### src/lcsd_pkg.sv
// Shared constants, timing counts and carrier types for the LED current setpoint block
package lcsd_pkg;
  localparam int CLK_PERIOD_NS    = 100;
  localparam int MS_NS            = 1000000;
  localparam int TICK_PERIOD_NS   = 1000000;
  localparam int TICK_CYCLES      = TICK_PERIOD_NS / CLK_PERIOD_NS;
  localparam int TICK_MS          = TICK_PERIOD_NS / MS_NS;
  localparam int UVP_TIME_MS      = 90;
  localparam int PWM_OFF_TIME_MS  = 25;
  localparam int RECOVERY_TIME_MS = 4000;
  localparam logic [11:0] UVP_TICKS      = 12'(UVP_TIME_MS / TICK_MS);
  localparam logic [11:0] PWM_OFF_TICKS  = 12'(PWM_OFF_TIME_MS / TICK_MS);
  localparam logic [11:0] RECOVERY_TICKS = 12'(RECOVERY_TIME_MS / TICK_MS);
  localparam int SHORT_BLANK_NS = 200;
  localparam logic [3:0] SHORT_BLANK_CYCLES = 4'((SHORT_BLANK_NS + CLK_PERIOD_NS - 1) / CLK_PERIOD_NS);
  localparam logic [3:0] STARTUP_STEP_CYCLES = 4'h8;
  localparam int CODE_W    = 10;
  localparam int REF_W     = 13;
  localparam int FRAC_W    = 12;
  localparam int INT_W     = 14;
  localparam int PWM_CNT_W = 20;
  localparam int ACC_SHIFT = 17;
  localparam int FILTER_K  = 3;
  localparam logic [REF_W-1:0]  REF_FULL       = 13'h1000;
  localparam logic [REF_W-1:0]  DUTY_FULL_MIN  = 13'h0f34;
  localparam logic [REF_W-1:0]  ANALOG_DIM_INPUT_FLOOR     = 13'h0015;
  localparam logic [CODE_W-1:0] ANALOG_DIM_INPUT_EN_CODE   = 10'h040;
  localparam logic [CODE_W-1:0] ANALOG_DIM_INPUT_MIN_CODE  = 10'h050;
  localparam logic [CODE_W-1:0] ANALOG_DIM_INPUT_FULL_CODE = 10'h300;
  localparam logic [11:0]       ANALOG_DIM_INPUT_SCALE     = 12'h556;
  localparam logic [CODE_W-1:0] COMP_ZERO_CODE = 10'h07b;
  localparam logic [CODE_W-1:0] COMP_FULL_CODE = 10'h332;
  localparam logic [11:0]       COMP_SCALE     = 12'h5e4;
  localparam logic [2:0]        SHORT_PULSES   = 3'h4;
  localparam logic [INT_W-1:0]  INT_MAX        = 14'h3fff;

  typedef struct packed {
    logic over_limit;
    logic over_short;
    logic aux_above;
  } lcsd_pin_type;

  typedef struct packed {
    logic [CODE_W-1:0] analog_dim_input;
    logic [CODE_W-1:0] comp;
    logic [CODE_W-1:0] line;
    logic [CODE_W-1:0] cs;
  } lcsd_codes_type;

  typedef struct packed {
    logic fault_active;
    logic uvp_fault;
    logic short_fault;
    logic pwm_disabled;
    logic analog_dim_input_disabled;
    logic startup;
  } lcsd_status_type;

  typedef enum logic [1:0] {ST_STARTUP, ST_RUN, ST_FAULT} lcsd_state_type;
endpackage : lcsd_pkg

### src/lcsd_divider.sv
// Sequential restoring divider giving num/den as a fixed-point fraction
`timescale 1ns/10ps
module lcsd_divider #(
  parameter int NUM_W = 20,
  parameter int Q_W   = 12
) (
  input  wire logic             clk_in,
  input  wire logic             sys_rst_in,
  input  wire logic             start_in,
  input  wire logic [NUM_W-1:0] num_in,
  input  wire logic [NUM_W-1:0] den_in,
  output logic                  done_out,
  output logic [Q_W:0]          quotient_out
);
  import lcsd_pkg::*;
  localparam logic [7:0] STEP_LAST = 8'(Q_W);

  logic [NUM_W:0]   rem;
  logic [NUM_W:0]   rem_left;
  logic [NUM_W-1:0] den;
  logic [Q_W:0]     q;
  logic [7:0]       step;
  logic             busy;
  logic             take;

  assign take     = rem >= {1'b0, den};
  assign rem_left = take ? rem - {1'b0, den} : rem;

  // One quotient bit per cycle keeps the area small; a new start restarts it
  always_ff @(posedge clk_in) begin
    if (sys_rst_in) begin
      rem          <= '0;
      den          <= '0;
      q            <= '0;
      step         <= 8'h00;
      busy         <= 1'b0;
      done_out     <= 1'b0;
      quotient_out <= '0;
    end else begin
      done_out <= 1'b0;
      if (start_in) begin
        rem  <= {1'b0, num_in};
        den  <= den_in;
        step <= 8'h00;
        busy <= 1'b1;
      end else if (busy) begin
        q    <= {q[Q_W-1:0], take};
        rem  <= {rem_left[NUM_W-1:0], 1'b0};
        step <= step + 8'h01;
        if (step == STEP_LAST) begin
          busy         <= 1'b0;
          done_out     <= 1'b1;
          quotient_out <= {q[Q_W-1:0], take};
        end
      end
    end
  end
endmodule : lcsd_divider

### src/lcsd_setpoint_core.sv
// Current setpoint, dimming measurement, gate control and protections of the LED controller
`timescale 1ns/10ps
// How it works
// RQ1: Setpoint is full scale unless CV active, analog dim low, or duty below 95%.
// RQ2: Compensation level at or above 4 V gives full scale; below 0.6 V gives zero.
// RQ3: Line-shaped reference is trimmed each half line so its average equals setpoint.
// RQ4: Gate on-time ends when current sense reaches the shaped reference.
// RQ5: At startup the integrator ramps until the power-factor reference reaches setpoint.
// RQ6: Integrator is cleared on cold start and on restart after a fault.
// RQ7: A plain supply hiccup without self-supply keeps the integrator value.
// RQ8: Aux winding not above 1 V within 90 ms of operation is a fault.
// RQ9: Sense above the peak limit ends the gate pulse for this cycle.
// RQ10: A second comparator at 140% limit is watched after a shorter blanking.
// RQ11: Four consecutive pulses over the short threshold shut down into auto-recovery.
// RQ12: Two counters measure PWM dim high time and period on the fast clock.
// RQ13: A divider forms high time over period and sets the setpoint.
// RQ14: The divider result is smoothed before use.
// RQ15: An open PWM dim input gives full current.
// RQ16: PWM dim low for over 25 ms disables the controller.
// RQ17: Analog dim code sets current proportionally, full scale at full level.
// RQ18: Analog dim below minimum clamps the setpoint to 0.5%.
// RQ19: Analog dim below enable level suppresses all gate pulses.
// RQ20: With both dim inputs the setpoint is their product.
// RQ21: Square curve option squares the dimming level.
// RQ22: Auto-recovery stops switching about 4 s before restarting.
// RQ23: No PWM edge before counter saturation means a static 100% or 0% level.
module lcsd_setpoint_core #(
  parameter int TICK_LEN = lcsd_pkg::TICK_CYCLES
) (
  input  wire logic                     clk_in,
  input  wire logic                     sys_rst_in,
  input  wire logic                     pwm_dim_input_in,
  input  wire lcsd_pkg::lcsd_pin_type   cmp_pins_in,
  input  wire lcsd_pkg::lcsd_codes_type codes_in,
  input  wire logic                     switch_start_in,
  input  wire logic                     half_line_in,
  input  wire logic                     supply_restart_in,
  input  wire logic                     dss_option_in,
  input  wire logic                     square_curve_in,
  output logic                          gate_drive_output_out,
  output logic [lcsd_pkg::REF_W-1:0]    current_setpoint_ref_out,
  output lcsd_pkg::lcsd_status_type     status_out
);
  import lcsd_pkg::*;

  // Pin synchronisers: pwm level plus the three analog comparator outputs
  logic [3:0]   pin_meta;
  logic [3:0]   pin_sync;
  logic         pwm_level;
  lcsd_pin_type cmp;
  always_ff @(posedge clk_in) begin
    if (sys_rst_in) begin
      // Open dim pin idles high, so no false rise follows reset
      pin_meta <= 4'h8;
      pin_sync <= 4'h8;
    end else begin
      pin_meta <= {pwm_dim_input_in, cmp_pins_in};
      pin_sync <= pin_meta;
    end
  end
  assign pwm_level = pin_sync[3];
  assign cmp       = lcsd_pin_type'(pin_sync[2:0]);

  // Millisecond enable
  logic [23:0] tick_cnt;
  logic        tick;
  assign tick = tick_cnt == 24'(TICK_LEN - 1);
  always_ff @(posedge clk_in) begin
    if (sys_rst_in || tick) begin
      tick_cnt <= 24'h000000;
    end else begin
      tick_cnt <= tick_cnt + 24'h000001;
    end
  end

  // PWM dim duty measurement
  logic                 pwm_prev;
  logic                 seen_rise;
  logic [PWM_CNT_W-1:0] hi_cnt;
  logic [PWM_CNT_W-1:0] per_cnt;
  logic                 pwm_rise;
  logic                 per_sat;
  logic                 div_done;
  logic [REF_W-1:0]     div_q;
  logic                 duty_valid;
  logic [REF_W-1:0]     duty_value;
  logic [REF_W-1:0]     pwm_filt;
  logic [REF_W-1:0]     pwm_ratio;
  assign pwm_rise = pwm_level && !pwm_prev;
  assign per_sat  = &per_cnt;
  always_ff @(posedge clk_in) begin
    if (sys_rst_in) begin
      pwm_prev  <= 1'b1;
      seen_rise <= 1'b0;
      hi_cnt    <= '0;
      per_cnt   <= '0;
    end else begin
      pwm_prev <= pwm_level;
      if (pwm_rise) begin
        seen_rise <= 1'b1;
        per_cnt   <= PWM_CNT_W'(1);
        hi_cnt    <= PWM_CNT_W'(1);
      end else begin
        if (!per_sat) per_cnt <= per_cnt + PWM_CNT_W'(1); // RQ12
        else seen_rise <= 1'b0;
        if (pwm_level && !(&hi_cnt)) hi_cnt <= hi_cnt + PWM_CNT_W'(1); // RQ12
      end
    end
  end

  lcsd_divider #(.NUM_W(PWM_CNT_W), .Q_W(FRAC_W)) u_div (
    .clk_in      (clk_in),
    .sys_rst_in  (sys_rst_in),
    .start_in    (pwm_rise && seen_rise && !per_sat), // RQ13
    .num_in      (hi_cnt),
    .den_in      (per_cnt),
    .done_out    (div_done),
    .quotient_out(div_q)
  );

  // Static level refreshed once a millisecond while no edges arrive
  assign duty_valid = div_done || (per_sat && tick); // RQ23
  assign duty_value = div_done ? div_q : (pwm_level ? REF_FULL : '0); // RQ15

  lcsd_smooth_filter #(.W(REF_W), .K(FILTER_K), .RESET_VAL(REF_FULL)) u_filt (
    .clk_in    (clk_in),
    .sys_rst_in(sys_rst_in),
    .valid_in  (duty_valid), // RQ14
    .data_in   (duty_value),
    .data_out  (pwm_filt)
  );
  assign pwm_ratio = (pwm_filt >= DUTY_FULL_MIN) ? REF_FULL : pwm_filt; // RQ1

  // Long low level on the dim pin turns the controller off
  logic [11:0] low_ms;
  logic        pwm_disabled;
  always_ff @(posedge clk_in) begin
    if (sys_rst_in || pwm_level) begin
      low_ms       <= 12'h000;
      pwm_disabled <= 1'b0;
    end else if (tick && !pwm_disabled) begin
      low_ms <= low_ms + 12'h001;
      if (low_ms == PWM_OFF_TICKS - 12'h001) pwm_disabled <= 1'b1; // RQ16
    end
  end

  // Dimming and compensation ratios, 4096 means full scale
  logic [21:0]      analog_dim_input_prod;
  logic [21:0]      comp_prod;
  logic [9:0]       comp_span;
  logic [REF_W-1:0] analog_dim_input_ratio;
  logic [REF_W-1:0] comp_ratio;
  logic [25:0]      dim_mix;
  logic [25:0]      sq_mix;
  logic [25:0]      ref_mix;
  logic [REF_W-1:0] dim_level;
  logic [REF_W-1:0] dim_curve;
  logic [REF_W-1:0] current_setpoint_ref;
  logic             analog_dim_input_off;
  always_comb begin
    analog_dim_input_prod = codes_in.analog_dim_input * ANALOG_DIM_INPUT_SCALE;
    comp_span = codes_in.comp - COMP_ZERO_CODE;
    comp_prod = comp_span * COMP_SCALE;
    if (codes_in.analog_dim_input < ANALOG_DIM_INPUT_MIN_CODE) analog_dim_input_ratio = ANALOG_DIM_INPUT_FLOOR; // RQ18
    else if (codes_in.analog_dim_input >= ANALOG_DIM_INPUT_FULL_CODE) analog_dim_input_ratio = REF_FULL; // RQ17
    else analog_dim_input_ratio = analog_dim_input_prod[20:8]; // RQ17
    if (codes_in.comp < COMP_ZERO_CODE) comp_ratio = '0; // RQ2
    else if (codes_in.comp >= COMP_FULL_CODE) comp_ratio = REF_FULL; // RQ2
    else comp_ratio = comp_prod[20:8];
    dim_mix   = analog_dim_input_ratio * pwm_ratio; // RQ20
    dim_level = dim_mix[24:12];
    sq_mix    = dim_level * dim_level;
    dim_curve = square_curve_in ? sq_mix[24:12] : dim_level; // RQ21
    ref_mix   = dim_curve * comp_ratio;
  end
  assign analog_dim_input_off = codes_in.analog_dim_input < ANALOG_DIM_INPUT_EN_CODE;
  always_ff @(posedge clk_in) begin
    if (sys_rst_in) current_setpoint_ref <= '0;
    else current_setpoint_ref <= ref_mix[24:12]; // RQ1
  end
  assign current_setpoint_ref_out = current_setpoint_ref;

  // Line-shaped reference from the error integrator
  lcsd_state_type     state;
  logic [INT_W-1:0]   error_integrator;
  logic [23:0]        pf_prod;
  logic [INT_W-1:0]   power_factor_ref_signal;
  logic signed [14:0] pf_err;
  logic signed [31:0] half_acc;
  logic signed [32:0] integ_sum;
  logic [INT_W-1:0]   integ_trim;
  logic [3:0]         step_cnt;
  logic               step_en;
  logic               rec_done;
  logic               fault_trip;
  logic               uvp_trip;
  logic               short_trip;
  logic [11:0]        rec_ms;
  always_comb begin
    pf_prod                 = error_integrator * codes_in.line;
    power_factor_ref_signal = pf_prod[23:10];
    pf_err    = $signed({1'b0, power_factor_ref_signal}) - $signed({2'b00, current_setpoint_ref});
    integ_sum = $signed({19'h00000, error_integrator}) - 33'(half_acc >>> ACC_SHIFT);
    if (integ_sum < 0) integ_trim = '0;
    else if (integ_sum > $signed({19'h00000, INT_MAX})) integ_trim = INT_MAX;
    else integ_trim = integ_sum[INT_W-1:0];
  end
  assign step_en    = step_cnt == STARTUP_STEP_CYCLES - 4'h1;
  assign rec_done   = state == ST_FAULT && tick && rec_ms == RECOVERY_TICKS - 12'h001;
  assign fault_trip = state != ST_FAULT && (uvp_trip || short_trip);

  always_ff @(posedge clk_in) begin
    if (sys_rst_in || step_en) step_cnt <= 4'h0;
    else step_cnt <= step_cnt + 4'h1;
  end

  // Error summed over each half line; sign and size steer the trim
  always_ff @(posedge clk_in) begin
    if (sys_rst_in || half_line_in || state != ST_RUN) half_acc <= '0;
    else half_acc <= half_acc + 32'(pf_err); // RQ3
  end

  always_ff @(posedge clk_in) begin
    if (sys_rst_in || rec_done) begin
      error_integrator <= '0; // RQ6
    end else if (supply_restart_in && state != ST_FAULT) begin
      if (dss_option_in) error_integrator <= '0; // RQ7
    end else if (state == ST_STARTUP && step_en && codes_in.line[CODE_W-1] &&
                 power_factor_ref_signal < {1'b0, current_setpoint_ref} && error_integrator != INT_MAX) begin
      error_integrator <= error_integrator + INT_W'(1); // RQ5
    end else if (state == ST_RUN && half_line_in) begin
      error_integrator <= integ_trim; // RQ3
    end
  end

  // Operating state and auto-recovery wait
  always_ff @(posedge clk_in) begin
    if (sys_rst_in) begin
      state <= ST_STARTUP;
    end else begin
      case (state)
        ST_STARTUP: begin
          if (fault_trip) state <= ST_FAULT;
          // Live setpoint; the register still reads zero on the first edge after reset
          else if (power_factor_ref_signal >= {1'b0, ref_mix[24:12]}) state <= ST_RUN; // RQ5
        end
        ST_RUN: begin
          if (fault_trip) state <= ST_FAULT; // RQ11
          else if (supply_restart_in) state <= ST_STARTUP;
        end
        ST_FAULT: begin
          if (rec_done) state <= ST_STARTUP; // RQ22
        end
        default: state <= ST_STARTUP;
      endcase
    end
  end
  always_ff @(posedge clk_in) begin
    if (sys_rst_in || state != ST_FAULT) rec_ms <= 12'h000;
    else if (tick) rec_ms <= rec_ms + 12'h001; // RQ22
  end

  // Gate drive and switching permission
  logic gate;
  logic next_gate;
  logic allowed;
  logic cs_hit;
  logic gate_fall;
  assign allowed = state != ST_FAULT && !fault_trip && !pwm_disabled && !analog_dim_input_off; // RQ19
  assign cs_hit  = {1'b0, codes_in.cs, 3'h0} >= power_factor_ref_signal;
  always_comb begin
    next_gate = gate;
    if (!allowed) next_gate = 1'b0; // RQ16
    else if (gate && (cs_hit || cmp.over_limit)) next_gate = 1'b0; // RQ4
    else if (!gate && switch_start_in && !cmp.over_limit) next_gate = 1'b1;
  end
  assign gate_fall = gate && !next_gate;
  always_ff @(posedge clk_in) begin
    if (sys_rst_in) gate <= 1'b0;
    else gate <= next_gate; // RQ9
  end
  assign gate_drive_output_out = gate;

  // Winding short watch after its own short blanking
  logic [3:0] blank_cnt;
  logic       short_flag;
  logic       short_now;
  logic [2:0] short_cnt;
  assign short_now = gate && blank_cnt == SHORT_BLANK_CYCLES && cmp.over_short; // RQ10
  always_ff @(posedge clk_in) begin
    if (sys_rst_in || !gate) begin
      blank_cnt  <= 4'h0;
      short_flag <= 1'b0;
    end else begin
      if (blank_cnt != SHORT_BLANK_CYCLES) blank_cnt <= blank_cnt + 4'h1; // RQ10
      if (short_now) short_flag <= 1'b1;
    end
  end
  always_ff @(posedge clk_in) begin
    if (sys_rst_in || rec_done) short_cnt <= 3'h0;
    else if (gate_fall) short_cnt <= (short_flag || short_now) ? short_cnt + 3'h1 : 3'h0; // RQ11
  end
  assign short_trip = short_cnt == SHORT_PULSES;

  // Output under-voltage timer counts only while switching is allowed
  logic [11:0] uvp_ms;
  logic        aux_seen;
  always_ff @(posedge clk_in) begin
    if (sys_rst_in || rec_done) begin
      uvp_ms   <= 12'h000;
      aux_seen <= 1'b0;
    end else if (allowed) begin
      if (cmp.aux_above) aux_seen <= 1'b1;
      if (tick && !aux_seen && uvp_ms != UVP_TICKS) uvp_ms <= uvp_ms + 12'h001; // RQ8
    end
  end
  assign uvp_trip = uvp_ms == UVP_TICKS && !aux_seen; // RQ8

  always_ff @(posedge clk_in) begin
    if (sys_rst_in) begin
      status_out <= '0;
    end else begin
      status_out.fault_active  <= state == ST_FAULT;
      status_out.uvp_fault     <= uvp_trip;
      status_out.short_fault   <= short_trip;
      status_out.pwm_disabled  <= pwm_disabled;
      status_out.analog_dim_input_disabled <= analog_dim_input_off;
      status_out.startup       <= state == ST_STARTUP;
    end
  end
endmodule : lcsd_setpoint_core

### src/lcsd_smooth_filter.sv
// First-order smoothing filter with a minimum step so it settles exactly
`timescale 1ns/10ps
module lcsd_smooth_filter #(
  parameter int           W         = 13,
  parameter int           K         = 3,
  parameter logic [W-1:0] RESET_VAL = '0
) (
  input  wire logic         clk_in,
  input  wire logic         sys_rst_in,
  input  wire logic         valid_in,
  input  wire logic [W-1:0] data_in,
  output logic [W-1:0]      data_out
);
  import lcsd_pkg::*;

  logic signed [W+1:0] diff;
  logic signed [W+1:0] step;
  logic signed [W+1:0] next_y;

  always_comb begin
    diff = $signed({2'b00, data_in}) - $signed({2'b00, data_out});
    step = diff >>> K;
    // Without this the output stalls just below a rising target
    if (step == '0 && diff > '0) begin
      step = (W+2)'(1);
    end
    next_y = $signed({2'b00, data_out}) + step;
  end

  always_ff @(posedge clk_in) begin
    if (sys_rst_in) begin
      data_out <= RESET_VAL;
    end else if (valid_in) begin
      data_out <= next_y[W-1:0];
    end
  end
endmodule : lcsd_smooth_filter

### config.mk
export PLATFORM = sky130hd
export DESIGN_NAME = lcsd_setpoint_core
export DESIGN_NICKNAME = d
export VERILOG_FILES = /design/src/lcsd_pkg.sv /design/src/lcsd_divider.sv /design/src/lcsd_setpoint_core.sv /design/src/lcsd_smooth_filter.sv
export SDC_FILE = /design/constraint.sdc
export NUM_CORES = 2
export LEC_CHECK = 0
export BUFFER_PORTS_ARGS = -buffer_cell sky130_fd_sc_hd__buf_2
export CORE_MARGIN = 2
export CORE_UTILIZATION = 25
export CTS_BUF_LIST = sky130_fd_sc_hd__clkbuf_8
export DETAILED_ROUTE_END_ITERATION = 8
export PLACE_DENSITY_LB_ADDON = 0.15
export SYNTH_ARGS = -nofsm -noshare
export SYNTH_HDL_FRONTEND = slang
export SYNTH_HIERARCHICAL = 1
export SYNTH_SLANG_ARGS = --single-unit
### constraint.sdc
create_clock -name clk_in -period 76.1 [get_ports clk_in]
set_input_delay 22.83 -clock clk_in [delete_from_list [all_inputs] [get_ports clk_in]]
set_output_delay 22.83 -clock clk_in [all_outputs]
set_load 0.1 [all_outputs]
### Word level (Yosys, flattened, before mapping)

Index checks and enable logic that the tools add are counted.

| word-level totals | value |
|---|---|
| output and inout port bits | 20 |
| bits of input ports | 51 |
| word-level logic and storage cells | 203 |
| register bits | 281 |

| operators by class | value |
|---|---|
| multiplexer cells | 38 |
| reductions and logical operators | 68 |
| bitwise operators | 2 |
| equality and inequality tests | 20 |
| $lt $le $gt $ge | 13 |
| add/subtract/negate cells | 18 |
| multipliers | 6 |

Operator list:

| cell | number |
|---|---|
| 13-bit two-way mux | 9 |
| 14-bit two-way mux | 6 |
| 13-bit by 13-bit multiplier with 25-bit output | 3 |
| 20-bit two-way mux | 3 |
| 20-bit by 1-bit adder with 20-bit output (second input constant) | 2 |
| 20-bit AND reduction | 2 |
| 12-bit by 1-bit adder with 12-bit output (second input constant) | 3 |
| 32-bit by 15-bit adder with 32-bit output | 1 |
| 10-bit by 7-bit < comparator with 1-bit output (second input constant) | 3 |
| 1-bit logical AND | 28 |
| 24-bit by 1-bit adder with 24-bit output (second input constant) | 1 |
| 24-bit by 14-bit == test with 1-bit output (second input constant) | 1 |
| 14-bit by 10-bit multiplier with 24-bit output | 1 |
| 21-bit by 20-bit greater-or-equal comparator with 1-bit output | 1 |
| 10-bit greater-or-equal comparator (second input constant) | 2 |
| 10-bit by 10-bit multiplier with 20-bit output (second input constant) | 1 |
| 20-bit subtractor | 1 |
| 10-bit by 9-bit multiplier with 19-bit output (second input constant) | 1 |
| 16-bit by 15-bit greater-than comparator with 1-bit output (second input constant) | 1 |
| 16-bit by 1-bit < comparator with 1-bit output (second input constant) | 1 |
| 15-bit by 15-bit subtractor with 16-bit output | 1 |
| 15-bit by 1-bit greater-than comparator with 1-bit output (second input constant) | 1 |
| 15-bit zero test | 1 |
| 14-bit by 13-bit subtractor with 15-bit output | 1 |
| 40 further kinds | 90 |

### Logic depth before layout (Yosys ltp)

| logic depth | value |
|---|---|
| word-level depth | 11 |
| gate-level depth with buffers | 97 |
| gate-level depth less buffers | 96 |

### Hierarchy

The synthesis kept the hierarchy.

Modules (own cells, without submodules):

| module | area an instance (sq um) | seq. area each (sq um) | cells each | instances |
|---|---|---|---|---|
| lcsd_setpoint_core | 33432.1 | 3843.7 | 3986 | 1 |
| lcsd_divider | 4277.9 | 1521.5 | 511 | 1 |
| lcsd_smooth_filter | 1684.1 | 260.2 | 214 | 1 |

### Least setup slack after synthesis

Ideal clock, no wire load.

| timing path | value |
|---|---|
| kind | input -> register |
| start point | in codes_in[35] (netlist bit) |
| end point | reg state[0] |
| slack | 32927 ps |
| buffers on the path | 1 |
| stages | 95 |
| required time | 75963 ps |
| data arrival time | 43036 ps |
| setup time | 137 ps |
| path through | ha_1 -> ha_1 -> inv_1 -> fa_1 -> inv_1 -> fa_1 -> inv_1 -> fa_1 -> inv_1 -> ha_1 -> o21ai_1 -> nor3_1 -> o31ai_1 -> nand2b_1 -> o41a_1 -> a41o_1 -> o21ai_0 -> xnor2_1 -> (+59 left out) -> o211ai_1 -> a21oi_2 -> nor2b_1 -> and2_1 -> nor2_1 -> xor2_1 -> ha_1 -> a21o_1 -> a21o_1 -> a21o_1 -> a21o_1 -> a21o_1 -> a21o_1 -> a21o_1 -> a21oi_1 -> nor2b_1 -> o21ai_0 -> a31oi_1 |

| on the way | value |
|---|---|
| word-level cells in the longest chain between the ends | 10 |
| elaborated cells on any way between the ends | 12 |
| classes of those cells | mul (4); order compare (3); eq/ne (1); mux (3); reduce/logical (1) |

Ends and longest elaborated chain:

| item | RTL line | RTL |
|---|---|---|
| start: declaration | lcsd_setpoint_core.sv:34 | `input wire lcsd_pkg::lcsd_codes_type codes_in,` |
| 10-bit by 10-bit multiplier with 20-bit output or 10-bit greater-or-equal comparator (tied branches) | lcsd_setpoint_core.sv:161, lcsd_setpoint_core.sv:165 |  |
| 13-bit two-way mux | lcsd_setpoint_core.sv:165 | `else if (codes_in.analog_dim_input >= ANALOG_DIM_INPUT_FULL_CODE) analog_dim_input_ratio = REF_FULL;` |
| 13-bit two-way mux * | lcsd_setpoint_core.sv:164 | `if (codes_in.analog_dim_input < ANALOG_DIM_INPUT_MIN_CODE) analog_dim_input_ratio = ANALOG_DIM_INPUT_FLOOR;` |
| 13-bit by 13-bit multiplier with 25-bit output * | lcsd_setpoint_core.sv:170 | `dim_mix = analog_dim_input_ratio * pwm_ratio;` |
| 13-bit by 13-bit multiplier with 25-bit output | lcsd_setpoint_core.sv:172 | `sq_mix = dim_level * dim_level;` |
| 13-bit two-way mux * | lcsd_setpoint_core.sv:173 | `dim_curve = square_curve_in ? sq_mix[24:12] : dim_level;` |
| 13-bit by 13-bit multiplier with 25-bit output * | lcsd_setpoint_core.sv:174 | `ref_mix = dim_curve * comp_ratio;` |
| 14-bit by 13-bit greater-or-equal comparator with 1-bit output * | lcsd_setpoint_core.sv:245 | `else if (power_factor_ref_signal >= {1'b0, ref_mix[24:12]}) state <= ST_RUN;` |
| 3-bit != test (no source line) * | -- |  |
| 3-bit AND reduction (no source line) * | -- |  |
| end signal: assignment | lcsd_setpoint_core.sv:245 |  |
| end signal: assignment | lcsd_setpoint_core.sv:248 | `if (fault_trip) state <= ST_FAULT;` |
| end signal: assignment | lcsd_setpoint_core.sv:249 | `else if (supply_restart_in) state <= ST_STARTUP;` |
| end: declaration | lcsd_setpoint_core.sv:184 | `lcsd_state_type state;` |

Mark *: on every way between the ends. The rest lies on a longest branch, timed or not.
A chain may end at the register's enable or synchronous reset.

### Final worst setup path

| timing path | value |
|---|---|
| start point | in codes_in[37] (netlist bit) |
| end point | reg state[0] |

| on the way | value |
|---|---|
| word-level cells in the longest chain between the ends | 10 |
| elaborated cells on any way between the ends | 12 |
| classes of those cells | mul (4); order compare (3); eq/ne (1); mux (3); reduce/logical (1) |

Ends and longest elaborated chain:

| item | RTL line | RTL |
|---|---|---|
| 10-bit by 10-bit multiplier with 20-bit output or 10-bit greater-or-equal comparator (tied branches) | lcsd_setpoint_core.sv:161, lcsd_setpoint_core.sv:165 |  |
| 13-bit two-way mux | lcsd_setpoint_core.sv:165 |  |
| 13-bit two-way mux * | lcsd_setpoint_core.sv:164 |  |
| 13-bit by 13-bit multiplier with 25-bit output * | lcsd_setpoint_core.sv:170 |  |
| 13-bit by 13-bit multiplier with 25-bit output | lcsd_setpoint_core.sv:172 |  |
| 13-bit two-way mux * | lcsd_setpoint_core.sv:173 |  |
| 13-bit by 13-bit multiplier with 25-bit output * | lcsd_setpoint_core.sv:174 |  |
| net ref_mix[12] | lcsd_setpoint_core.sv:155 | `logic [25:0] ref_mix;` |
| 14-bit by 13-bit greater-or-equal comparator with 1-bit output * | lcsd_setpoint_core.sv:245 |  |
| 3-bit != test (no source line) * | -- |  |
| 3-bit AND reduction (no source line) * | -- |  |

Mark *: on every way through the listed nets, which the timed path passes. The rest lies on a longest branch.

==> metrics.txt <==
Netlist cell types 105; CP arrival 46.23 ns; worst-path fanout max 13; worst hold path type reg2reg; Post-CTS Setup Bufs 0; CP endpoint kind register; status finished clean; dpl ws 29.82 ns; synth top area cells fa_1, ha_1, dfxtp_1; Skew-Pair Late Insertion Delay 0.72 ns; # clock sinks 281; Detailed Place HPWL roughly 88 mm; Relative slew margins 0.141; Clock Tree Root clkbuf_8; WS Path Type in2reg; initial core utilization 0.252; H-tree Lvls 2; CTS tree done; initial antenna violation count 4; Initial DRT Pass Iterations 5; Synthesis Warnings 6; Highest Clock Rate 0.0219 GHz; layout cells sized above 1 0.0582; largest net degree at the start of global routing 93; fin crit period 45.66 ns; fin. max-slew vios 0; number of port buffers 70; Fin. Hold Viols 0; CP max stage cell a21oi_1; Remaining Overflow, GRT 0; Mapped Cells 4711; share of the synthesized area in the top cell type 0.245; Netlist Area Pre-Place 0.0394 sq mm; number of nets in the layout 5765; CP startpoint codes_in[37]; Avg Inst Size Synth 8.36 sq um; sequential share of the synthesized area 0.143; worst slew pin tran about 1.3 ns; DR vias/cell 4.50; Core Box Area 0.156 sq mm; vias in the first global route approximately 32000; setup violators final 0; I/O pin cnt around 70; die area 0.161 sq mm; Final ANT Viol Nets 0; Final WS setup approximately 30 ns; Residual DRC 0; Setup TNS Final 0 ns; Final Wtd Congestion 0.804; leading area contributor after synthesis fa_1; CTS buffer count 56; Clock Tree Buf Depth 3; post-CTS resize count 0; WHS 0.402 ns; critical path's largest stage delay 0.82 ns; reg-to-reg slack, setup 55.59 ns; DRT iter0 DRCs 1348; routed len/inst between 15 and 20 um; die height 401 um; most used flip-flop cell after synthesis dfxtp_1; CTS clock-pin slew for the worst setup and hold paths 0.06 ns; area delta synth->final 9.89%; most frequent CP cell fa_1; # Max-Cap Violations 0; Core Rows 145; DR vias 30800; clock skew 0.0699 ns; number of hold buffers added after CTS 0; Startpoint Class input port; Async SR Flop Fraction 0; EDFF count, synth 0; hold path startpoint pin_meta[3]; CP required ~77 ns; RSZ-0062 raised after global routing false; fin crit share 0.600; GRT Overall Usage 0.136; FF+latch count, synth 281; global-route wire length before repair 178 mm; total wire length 108 mm; Die Span X 401 um; fill cell count 17100; syn nets 5741; Worst R2R Start u_filt/data_out[11]
[layout by cell type, fill, tap and decap left out, types with 79 or more instances in the layout]
| cell type | count |
|---|---|
| a21oi_1 | 161 |
| and2_1 | 92 |
| clkbuf_8 | 79 |
| dfxtp_1 | 281 |
| fa_1 | 483 |
| ha_1 | 496 |
| inv_1 | 787 |
| nand2_1 | 428 |
| nand3_1 | 128 |
| nor2_1 | 593 |
| o21ai_0 | 98 |
| xnor2_1 | 117 |
| xor2_1 | 135 |
[routing by layer]
metal,vias to the layer above,routed length (um),GRT usage
li1,15300,-,-
met1,15000,54200,0.194
met2,340,49000,0.224
met3,103,2790,0.0135
met4,2,1750,0.0262
met5,-,13,0
[area by class of cell]
class                   count  area (sq um)  area share
clock buffers              79          1090      0.0251
diodes                      3          7.51    0.000173
flip-flops and latches    281          5630       0.130
well taps                2058          2570      0.0595
clock inverters            23           178     0.00410
inverters                 783          2940      0.0679
repair buffers            103           613      0.0142
multi-input cells        3510         30300       0.699
[critical path: cells and delay by family]
kind	cells	cell delay, ns
fa+ha+maj	25	10.66
compound gates	25	5.72
simple gates	19	4.21
xor+xnor	3	1.09
buf+inv	18	1.63
[worst paths after layout]
check | to | cells after the start
min | pin_sync[3] | 1
max | state[0] | 90
min reg2reg | pin_sync[3] | 1
max reg2reg | state[0] | 73
[flip-flops by register name, summed over array words and instances, names as in the netlist, 13 cells and up]
name	cells
tick_cnt	24
current_setpoint_ref_out	13
error_integrator	14
half_acc	32
hi_cnt	20
u_filt/data_out	13
u_div/den	20
u_div/rem	21
u_div/quotient_out	13
per_cnt	20
[synthesized netlist by cell type, types with 6 or more instances]
cell,n
a21boi_0,24
xor2_1,135
o21a_1,23
inv_1,777
nor4_1,15
buf_1,11
and2_1,92
nand4_1,44
o21ai_0,98
dfxtp_1,281
o211ai_1,18
and3_1,41
or2_2,28
clkbuf_1,110
or2_1,8
a31o_2,8
and4_1,6
a22oi_1,28
ha_1,496
o22ai_1,18
o31ai_1,6
nor4b_1,9
nand3_1,128
nor2_1,596
o21bai_1,12
o221ai_1,13
xnor2_1,117
nand2_1,428
fa_1,483
a211oi_1,28
or3_1,26
o21ai_1,7
nor2b_1,43
a31oi_1,21
a21o_1,64
nor3_1,60
a21oi_1,161
nor3b_1,9
mux2i_1,54
nand2b_1,54
[logic make-up after synthesis]
kind of cell / Yosys count / synth area share
xor+xnor: 253 / 0.0564
compound gates: 603 / 0.104
buf+inv: 920 / 0.0895
flops: 281 / 0.143
simple gates: 1617 / 0.189
mux: 58 / 0.0149
fa+ha+maj: 979 / 0.403
[metrics by stage]
stage               area, sq um   util  std cells
finish                    43300  0.277       6840
global route              43300  0.277       6840
CTS                       43300  0.277       6837
detailed placement        42000  0.269       6735
global placement          42000  0.269       6735
floorplan                 39400      -       4711
Power is not shown: default switching activity piles up to over one toggle a cycle in this logic, so the estimate is an artifact.
